===== src/bspm_map.vh =====
// Constants for the boot strap and power mode controller
`ifndef BSPM_MAP_VH
`define BSPM_MAP_VH
// Fast-mode ceiling of the target interface, kbit/s
`define BSPM_FM_RATE_KBPS 400
// System clock period in ns
`define BSPM_CLK_PERIOD_NS 20
// Strap hold time after power-on, us
`define BSPM_STRAP_HOLD_US 500
// Reset pin low time that enters deep sleep, us
`define BSPM_DSLP_LOW_US 500
// Cycles derived from the times above (both round up, both exceed 4096)
`define BSPM_STRAP_HOLD_CYC ((`BSPM_STRAP_HOLD_US * 1000 + `BSPM_CLK_PERIOD_NS - 1) / `BSPM_CLK_PERIOD_NS)
`define BSPM_DSLP_LOW_CYC ((`BSPM_DSLP_LOW_US * 1000 + `BSPM_CLK_PERIOD_NS - 1) / `BSPM_CLK_PERIOD_NS)
// Target addresses, 8-bit write form
`define BSPM_ADDR_WR_SEL0 8'h90
`define BSPM_ADDR_WR_SEL1 8'h92
`define BSPM_ADDR_NONE 8'h00
`endif


===== src/bspm_ctrl.v =====
// Boot strap sampling and power mode control of the secure element
`timescale 1ns/1ps
`include "bspm_map.vh"
//
// Overview of operation
// - The device is only an I2C target and supports transfers up to 400 kbit/s in Fast-mode.
// - After power-on the strap pins and both I2C lines are sampled and set up the interface.
// - Activation 0 with both lines low gives no address; activation 1 with lines high gives 0x90 or 0x92.
// - Sleep is entered on a sleep request while running, freezing clocks and execution but keeping state.
// - In sleep every I/O pin holds the level it had when sleep began.
// - In sleep the voltage, temperature, light and glitch sensors and the shield monitor are off.
// - Sleep ends on a reset on the reset pin or on a falling edge of the I2C data line.
// - Deep sleep is entered only by holding the reset pin low for more than 500 us.
// - In deep sleep internal power is off and every digital pad is high impedance.
// - Releasing the reset pin high ends deep sleep.
module bspm_ctrl #(
	parameter STRAP_HOLD_CYC = `BSPM_STRAP_HOLD_CYC,
	parameter DSLP_LOW_CYC = `BSPM_DSLP_LOW_CYC
) (
	input wire clk_sys_in,
	input wire reset_n_in,
	input wire rst_pin_n_in,
	input wire interface_activation_strap_in,
	input wire address_select_strap_in,
	input wire scl_pin_in,
	input wire sda_pin_in,
	input wire sleep_request_in,
	input wire [1:0] pad_drive_oe_in,
	input wire [1:0] pad_drive_val_in,
	output reg target_enable_out,
	output reg [7:0] target_addr_out,
	output reg config_valid_out,
	output reg core_clock_enable_out,
	output reg core_reset_n_out,
	output reg sleep_active_out,
	output reg deep_sleep_active_out,
	output reg internal_power_on_out,
	output reg sensors_enable_out,
	output reg [1:0] pad_oe_out,
	output reg [1:0] pad_val_out
);
	// ==========================================================
	// Input synchronisers
	// Pins and straps come from the host's domain and pass two stages first
	reg [4:0] sync1_q;
	reg [4:0] sync2_q;
	reg sda_prev_q;
	wire rst_pin_n_s = sync2_q[0];
	wire act_s = sync2_q[1];
	wire sel_s = sync2_q[2];
	wire scl_s = sync2_q[3];
	wire sda_s = sync2_q[4];
	// Wake edge reads the second stage only, never the possibly metastable first
	wire sda_fall = sda_prev_q & ~sda_s;

	always @(posedge clk_sys_in) begin
		if (!reset_n_in) begin
			// Idle pin levels, so release gives no false wake edge or pin reset
			sync1_q <= 5'h1F;
			sync2_q <= 5'h1F;
			sda_prev_q <= 1'b1;
		end else begin
			sync1_q <= {sda_pin_in, scl_pin_in, address_select_strap_in,
				interface_activation_strap_in, rst_pin_n_in};
			sync2_q <= sync1_q;
			sda_prev_q <= sda_s;
		end
	end

	// ==========================================================
	// Power mode state machine
	localparam [4:0] ST_BOOT = 5'h01;
	localparam [4:0] ST_RUN = 5'h02;
	localparam [4:0] ST_SLEEP = 5'h04;
	localparam [4:0] ST_DSLP = 5'h08;
	localparam [4:0] ST_HALT = 5'h10;

	reg [4:0] state_q;
	reg [4:0] state_d;
	reg [23:0] cnt_q;
	reg [23:0] low_cnt_q;
	reg [23:0] low_cnt_d;
	wire dslp_hit = (low_cnt_q >= DSLP_LOW_CYC[23:0]);

	// Reset pin low time, counted in every mode so deep sleep can be reached from any
	// The count saturates, so a pin held low for ever never wraps out of deep sleep
	always @* begin
		if (rst_pin_n_s)
			low_cnt_d = 24'h0000_00;
		else if (dslp_hit)
			low_cnt_d = low_cnt_q;
		else
			low_cnt_d = low_cnt_q + 24'h0000_01;
	end

	always @* begin
		state_d = state_q;
		case (state_q)
			ST_BOOT: begin
				// Wait the hold time, then capture the straps
				// A strap changed inside the window is taken as it stands at the end
				if (cnt_q >= STRAP_HOLD_CYC[23:0] - 24'h0000_01)
					state_d = ST_RUN;
			end
			ST_RUN: begin
				// Sleep requests count only here; other states ignore them
				if (!rst_pin_n_s)
					state_d = ST_HALT;
				else if (sleep_request_in)
					state_d = ST_SLEEP;
			end
			ST_SLEEP: begin
				// A pin reset wins over a wake edge in the same cycle
				if (!rst_pin_n_s)
					state_d = ST_HALT;
				else if (sda_fall)
					state_d = ST_RUN;
			end
			ST_HALT: begin
				// Short pulse is an ordinary reset; a long one is deep sleep
				// The low count started in BOOT, RUN or SLEEP, so time spent here already counts
				if (dslp_hit)
					state_d = ST_DSLP;
				else if (rst_pin_n_s)
					state_d = ST_BOOT;
			end
			ST_DSLP: begin
				// Release goes through BOOT so the straps are sampled afresh
				if (rst_pin_n_s)
					state_d = ST_BOOT;
			end
			default: state_d = ST_BOOT;
		endcase
	end

	always @(posedge clk_sys_in) begin
		if (!reset_n_in) begin
			state_q <= ST_BOOT;
			cnt_q <= 24'h0000_00;
			low_cnt_q <= 24'h0000_00;
		end else begin
			state_q <= state_d;
			low_cnt_q <= low_cnt_d;
			// Hold counter runs only in BOOT and restarts on every entry
			if (state_q == ST_BOOT && state_d == ST_BOOT)
				cnt_q <= cnt_q + 24'h0000_01;
			else
				cnt_q <= 24'h0000_00;
		end
	end

	// ==========================================================
	// Strap decode
	// Gives {enable, write address}; any strap mix outside the two addressed
	// rows gets no address, so a floating strap never yields a target that
	// the host did not ask for
	function [8:0] bspm_strap_decode;
		input act_lvl;
		input sel_lvl;
		input scl_lvl;
		input sda_lvl;
		begin
			if (act_lvl && scl_lvl && sda_lvl)
				bspm_strap_decode = {1'b1, (sel_lvl ? `BSPM_ADDR_WR_SEL1 : `BSPM_ADDR_WR_SEL0)};
			else
				bspm_strap_decode = {1'b0, `BSPM_ADDR_NONE};
		end
	endfunction

	wire [8:0] strap_cfg = bspm_strap_decode(act_s, sel_s, scl_s, sda_s);

	// ==========================================================
	// Outputs
	// Every output is registered from the next state, so it moves on the edge entering a mode
	always @(posedge clk_sys_in) begin
		if (!reset_n_in) begin
			target_enable_out <= 1'b0;
			target_addr_out <= `BSPM_ADDR_NONE;
			config_valid_out <= 1'b0;
			core_clock_enable_out <= 1'b0;
			core_reset_n_out <= 1'b0;
			sleep_active_out <= 1'b0;
			deep_sleep_active_out <= 1'b0;
			internal_power_on_out <= 1'b1;
			sensors_enable_out <= 1'b0;
			pad_oe_out <= 2'h0;
			pad_val_out <= 2'h0;
		end else begin
			sleep_active_out <= (state_d == ST_SLEEP);
			deep_sleep_active_out <= (state_d == ST_DSLP);
			internal_power_on_out <= (state_d != ST_DSLP);
			core_clock_enable_out <= (state_d == ST_RUN);
			core_reset_n_out <= (state_d == ST_RUN) || (state_d == ST_SLEEP);
			sensors_enable_out <= (state_d == ST_RUN);
			if (state_q == ST_BOOT && state_d == ST_RUN) begin
				config_valid_out <= 1'b1;
				// Only target mode exists; the Fast-mode rate cap is kept by the framing engine
				target_enable_out <= strap_cfg[8];
				target_addr_out <= strap_cfg[7:0];
			end else if (state_d == ST_BOOT || state_d == ST_DSLP) begin
				// Volatile configuration is lost with internal power
				config_valid_out <= 1'b0;
				target_enable_out <= 1'b0;
				target_addr_out <= `BSPM_ADDR_NONE;
			end
			if (state_d == ST_DSLP || state_d == ST_BOOT) begin
				// Enables low float the pads; the level is parked at zero
				pad_oe_out <= 2'h0;
				pad_val_out <= 2'h0;
			end else if (state_d == ST_RUN) begin
				pad_oe_out <= pad_drive_oe_in;
				pad_val_out <= pad_drive_val_in;
			end else begin
				// In sleep and halt the pads keep their last level
				pad_oe_out <= pad_oe_out;
				pad_val_out <= pad_val_out;
			end
		end
	end
endmodule // bspm_ctrl


===== config.mk =====
export PLATFORM = sky130hd
export DESIGN_NAME = bspm_ctrl
export DESIGN_NICKNAME = d
export VERILOG_FILES = /design/src/bspm_ctrl.v
export VERILOG_INCLUDE_DIRS = /design/src
export SDC_FILE = /design/constraint.sdc
export NUM_CORES = 1
export LEC_CHECK = 0
export BUFFER_PORTS_ARGS = -buffer_cell sky130_fd_sc_hd__buf_2
export CORE_MARGIN = 2
export CORE_UTILIZATION = 50
export DETAILED_ROUTE_END_ITERATION = 6
export GPL_TIMING_DRIVEN = 0
export PLACE_DENSITY = 0.72
export SLEW_MARGIN = 10
export SYNTH_ARGS = -nofsm -noshare
export SYNTH_HDL_FRONTEND = slang
export SYNTH_SLANG_ARGS = --single-unit

===== constraint.sdc =====
create_clock -name clk_sys_in -period 1.75 [get_ports clk_sys_in]
set_input_delay 0.0875 -clock clk_sys_in [delete_from_list [all_inputs] [get_ports clk_sys_in]]
set_output_delay 0.0875 -clock clk_sys_in [all_outputs]
set_load 0.02 [all_outputs]

== After elaboration in Yosys (flattened, before gate mapping) ==
Cells that the tools add are included.

* Latch bits: 0
* Word-level logic and storage cells: 58
* Input bits: 12
* Register bits: 83
* Memories: 0
* Memory bits (read-only): 0
* Memory bits (writable): 0

* Add/subtract/negate cells: 2
* Multiplexer cells: 15
* Reduce and logical (&&, ||, !) cells: 10
* $mul: 0
* Bitwise logic cells: 3
* Shifts and indexed selects: 0
* $lt $le $gt $ge: 2
* Equality and inequality tests: 10
* Divide/modulo/power cells: 0

{| class="wikitable"
|+ Operator list
! operator !! number
|-
| $add A24 B1 Y24 const B || 2
|-
| $ge A24 B15 Y1 const B || 2
|-
| $mux W5 || 7
|-
| $pmux W5 S5 || 1
|-
| $mux W8 || 2
|-
| $eq A5 B1 Y1 const B || 2
|-
| $eq A5 B2 Y1 const B || 2
|-
| $eq A5 B3 Y1 const B || 2
|-
| $eq A5 B4 Y1 const B || 2
|-
| $mux W9 || 1
|-
| $eq A5 B5 Y1 const B || 1
|-
| $ne A5 B4 Y1 const B || 1
|-
| $logic_and A1 B1 Y1 || 4
|-
| $reduce_or A2 Y1 || 2
|-
| $mux W1 || 3
|-
| $logic_or A1 B1 Y1 || 2
|-
| $mux W2 || 1
|-
| $not A1 Y1 || 2
|-
| $reduce_and A2 Y1 || 1
|-
| $reduce_bool A2 Y1 || 1
|-
| $and A1 B1 Y1 || 1
|}

== Logic depth before layout (Yosys ltp) ==
* Depth after elaboration: 9
* Mapped depth: 8

== Worst setup path after synthesis ==
OpenSTA, ideal clock, no wires.

* Path type: register to register
* From: register cnt_q[0]
* To: register cnt_q[6]
* Data arrival time: 1671 ps
* Data required time: 1677 ps
* Clock period less this slack: 1744 ps
* Slack: 6 ps
* Stages on the path, launching flop included: 9
* Cell sequence: dfxtp_1 > ha_1 > a211o_1 > a21oi_4 > o21ai_4 > and3_1 > buf_6 > buf_6 > nor3_2

* Longest elaborated chain between the ends: 6

{| class="wikitable"
|+ Ends and longest elaborated chain
! element !! line !! text
|-
| from (decl) || bspm_ctrl.v:80 || <nowiki>reg [23:0] cnt_q;</nowiki>
|-
| from (signal assigned) || bspm_ctrl.v:146 || <nowiki>cnt_q <= cnt_q + 24'h0000_01;</nowiki>
|-
| $ge A24 B15 Y1 || bspm_ctrl.v:102 || <nowiki>if (cnt_q >= STRAP_HOLD_CYC[23:0] - 24'h0000_01)</nowiki>
|-
| $mux W5 || bspm_ctrl.v:102 ||
|-
| $pmux W5 S5 || bspm_ctrl.v:98 || <nowiki>case (state_q)</nowiki>
|-
| $eq A5 B1 Y1 || bspm_ctrl.v:145 || <nowiki>if (state_q == ST_BOOT && state_d == ST_BOOT)</nowiki>
|-
| $logic_and A1 B1 Y1 || bspm_ctrl.v:145 ||
|-
| $reduce_and A2 Y1 (no source line) || n/a ||
|}

Several ways; a longest one is shown, not always the timed one.
A chain may end at the register's enable or synchronous reset.

== Worst setup path after layout ==
* From: register cnt_q[6]
* To: register config_valid_out

* Longest elaborated chain between the ends: 6

{| class="wikitable"
|+ Ends and longest elaborated chain
! element !! line !! text
|-
| $ge A24 B15 Y1 * || bspm_ctrl.v:102 ||
|-
| $mux W5 * || bspm_ctrl.v:102 ||
|-
| $pmux W5 S5 * || bspm_ctrl.v:98 ||
|-
| $eq A5 B2 Y1, or another cell as far along || bspm_ctrl.v:195 || <nowiki>if (state_q == ST_BOOT && state_d == ST_RUN) begin</nowiki>
|-
| $logic_and A1 B1 Y1 or $logic_or A1 B1 Y1 (tied branches) || bspm_ctrl.v:195, bspm_ctrl.v:200 ||
|-
| $mux W1 or $reduce_bool A2 Y1 (tied branches) || n/a ||
|-
| to (signal assigned) || bspm_ctrl.v:179 || <nowiki>config_valid_out <= 1'b0;</nowiki>
|-
| to (signal assigned) || bspm_ctrl.v:196 || <nowiki>config_valid_out <= 1'b1;</nowiki>
|-
| to (signal assigned) || bspm_ctrl.v:202 || <nowiki>config_valid_out <= 1'b0;</nowiki>
|-
| to (decl) || bspm_ctrl.v:32 || <nowiki>output reg config_valid_out,</nowiki>
|}

Every way passes the cells marked *; elsewhere a longest branch is shown, timed or not.

==> flow_summary.ini <==
[floorplan]
start_util_pct = 51.9
io_pins = 32
rows = 29
die_w_um = 85.4
core-area_um2 = 6390
dieArea_um2 = 7300
dieHeight_um = 85.4

[timing]
max_slew_margin_pct = 53.8
fmax_mhz = 539
whs_ps = 42.5
rsz0062_at_grt = yes
finalMaxSlewViolations = 0
hold_viol_final = 0
finalSetupViolCount = 10
min_period_ps = 1850
finalCritPeriodShare_pct = 106
setup_slack_ps = -105
setup_tns_ps = -587
finClkSkew_ps = 13.5
tightest_slew_ps = 691

[yosys]
async_flop_share_pct = 0
yosysSeqAreaShare_pct = 45.9
synth_top_area_share_pct = 45.9
yosysWarnings = 0
synthCells = 337
synth_edf_count = 0
ys_ff_latch = 76
synth.area.top_cells = dfxtp_1 (46%), nor3_2 (3.9%), and2_1 (3.0%)
synth_area_um2 = 3310
synth_flop_cell = dfxtp_1
synth_top_cell_by_area = dfxtp_1
yosysUniqueCellTypes = 60
avgSynthCellArea_um2 = 9.84

[placement]
place_congestion = 0.763
dp_cells = 453
placed_cell_area_um2 = 3590
dp_hpwl_um = 4280
place_ws_ps = -193
port_buffers = 26

[layout]
regArea_um2 = 1550
drive_gt1_share_pct = 37.8
instances_no_fill = 490
layout_common_cells = dfxtp_1 (58), buf_2 (30), nor2_1 (24), nand2_1 (22), buf_4 (22)
finalNetCount = 424
stdcell_area_um2 = 4340
layout-area-overhead-vs-synth_pct = 30.8
layout_commonest_cell = dfxtp_1
diodes = 0
final_util_pct = 67.9
multi_input_area_um2 = 1870
nFillCells = 480

[cts]
cts_made_buffers = 9
htree_levels = 3
cts_root_buf = clkbuf_8
clkTransAtPathRegs_ps = 70
clock_latency_ps = 340
cts.path.max_buffers = 2
cts_tree = yes
cts.sinks = 76

[critical_path]
critPathMaxFanout = 8
endpoint = config_valid_out
crit_arrival_ps = 2080
setup.worst_path.class = reg -> reg
ff2ff_path_depth = 6
worst-r2r-setup-slack_ps = -100
r2r-end = config_valid_out
critPathMaxStageDelay_ps = 550
r2r_start = cnt_q[6]
cp-startpoint = cnt_q[6]
worst_setup_path_start_kind = register
crit_required_ps = 1970
cp_cell_sequence = or4_4 > a21oi_4 > o21ai_4 > buf_12 > o2111ai_4 > o31ai_1
worstSetupEndpointType = register
crit_path_top_delay_cell = or4_4

[global_route]
grt_max_degree = 13
overflow = 0
grt_usage_pct = 19.5
grt_pass1_wl_um = 11300
antenna_found_initial = 0
grt_pass1_vias = 2496

[pwr]
combinationalPowerShare_pct = 15.5
pwr-share-clk_pct = 40.6
p_total_mw = 4.18
vdd_drop_max_v = 0.000684
p_int_mw = 3.16
p_switching_mw = 1.02
seqPwrFrac_pct = 43.9
switching_share_pct = 24.3
power.static_leakage_nw = 1.84
p_per_area_nw_per_um2 = 964

[route]
wl_per_cell_um = 14.7
drc = 0
via_per_inst = 5.33
routed_wl_um = 7210
firstDrtPassIters = 4
first_iter_violations = 139
ant_nets = 0
vias = 2611

[status]
violations = setup timing
status = finished with violations

[flow_run]
cap_violations = 0

[min_path]
whs_path_depth = 3
min_path_type = in -> reg
==> cell families (layout without fill, tap and decap cells) <==
| logic type | Yosys count | in the layout | share of synthesized area (%) |
|---|---|---|---|
| buffers and inverters | 32 | 95 | 5.47 |
| xor gates and xnor gates | 16 | 16 | 4.23 |
| other | 1 | 14 | 0.113 |
| AOI/OAI and AO/OA | 60 | 60 | 15.8 |
| DFF | 76 | 76 | 45.9 |
| muxes | 3 | 3 | 0.906 |
| adders and majority gates | 3 | 3 | 1.13 |
| and+or+nand+nor | 146 | 146 | 26.5 |
==> worst max-delay path: cells and delay by family (launching register included) <==
kind                   cells  cell delay [ps]
AO/OA/AOI/OAI              4              720
AND/OR/NAND/NOR            1              550
flip-flops                 1              330
buffers and inverters      1              140
==> timing repair <==
action,in CTS,in global routing
endpoints found under the setup margin,39,40
buffers inserted,11,7
cloned,3,0
hold buffers,5,0
pin swaps,19,24
resized for setup,42,37
endpoints found under the hold margin,5,0
==> cell type report <==
| type | count | area share, % |
|---|---|---|
| plain buffers | 21 | 3.46 |
| clock inverters | 5 | 2.89 |
| clock buffers | 10 | 2.94 |
| inverters | 7 | 0.606 |
| flip-flops and latches | 76 | 35.7 |
| multi-input cells | 242 | 43.1 |
| repair buffers | 52 | 9.06 |
| well taps | 77 | 2.22 |
==> registers in the layout (all words and copies together), names as in the netlist <==
register               flops
target_addr_out            2
core_reset_n_out           1
sync2_q                    5
low_cnt_q                 24
state_q                    5
pad_val_out                2
pad_oe_out                 2
deep_sleep_active_out      1
cnt_q                     24
sync1_q                    5
config_valid_out           1
internal_power_on_out      1
sda_prev_q                 1
sleep_active_out           1
sensors_enable_out         1
==> Yosys cell counts, types with 8 or more instances <==
cell type  instances
dfxtp_1           76
o21ai_0            8
nor3_2            13
a21oi_1            8
and2_1            16
nand3_1           12
xnor2_1            9
nor3_1             8
and3_1             9
nand2_1           24
nand2b_1          12
nor2_1            24
buf_4              8
==> worst min path at each step <==
stage | start | end | slack (ps)
final | reset_n_in | state_q[1] | 40
after global placement | scl_pin_in | sync1_q[3] | 290
after floorplan | rst_pin_n_in | sync1_q[0] | 190
after detailed placement | rst_pin_n_in | sync1_q[0] | 290
after global routing | reset_n_in | sensors_enable_out | 50
after CTS | reset_n_in | state_q[1] | 20
==> power groups by stage <==
| stage | logic, mW | clock network [mW] | registers (mW) |
|---|---|---|---|
| floorplan | 0.320 | 0 | 1.90 |
| global placement | 0.468 | 0 | 1.87 |
| detailed placement | 0.477 | 0 | 1.87 |
| CTS | 0.589 | 1.73 | 1.83 |
| global route | 0.695 | 1.80 | 1.84 |
| finish | 0.648 | 1.70 | 1.83 |
==> routing by layer <==
metal  GRT usage [%]  wire (um)  up-vias
li1                -          -     1310
met1            24.2       3170     1232
met2            32.0       3650       61
met3            5.74        316        8
met4            7.36         78        0
met5               0          0        -
(Power assumes the default switching activity.)
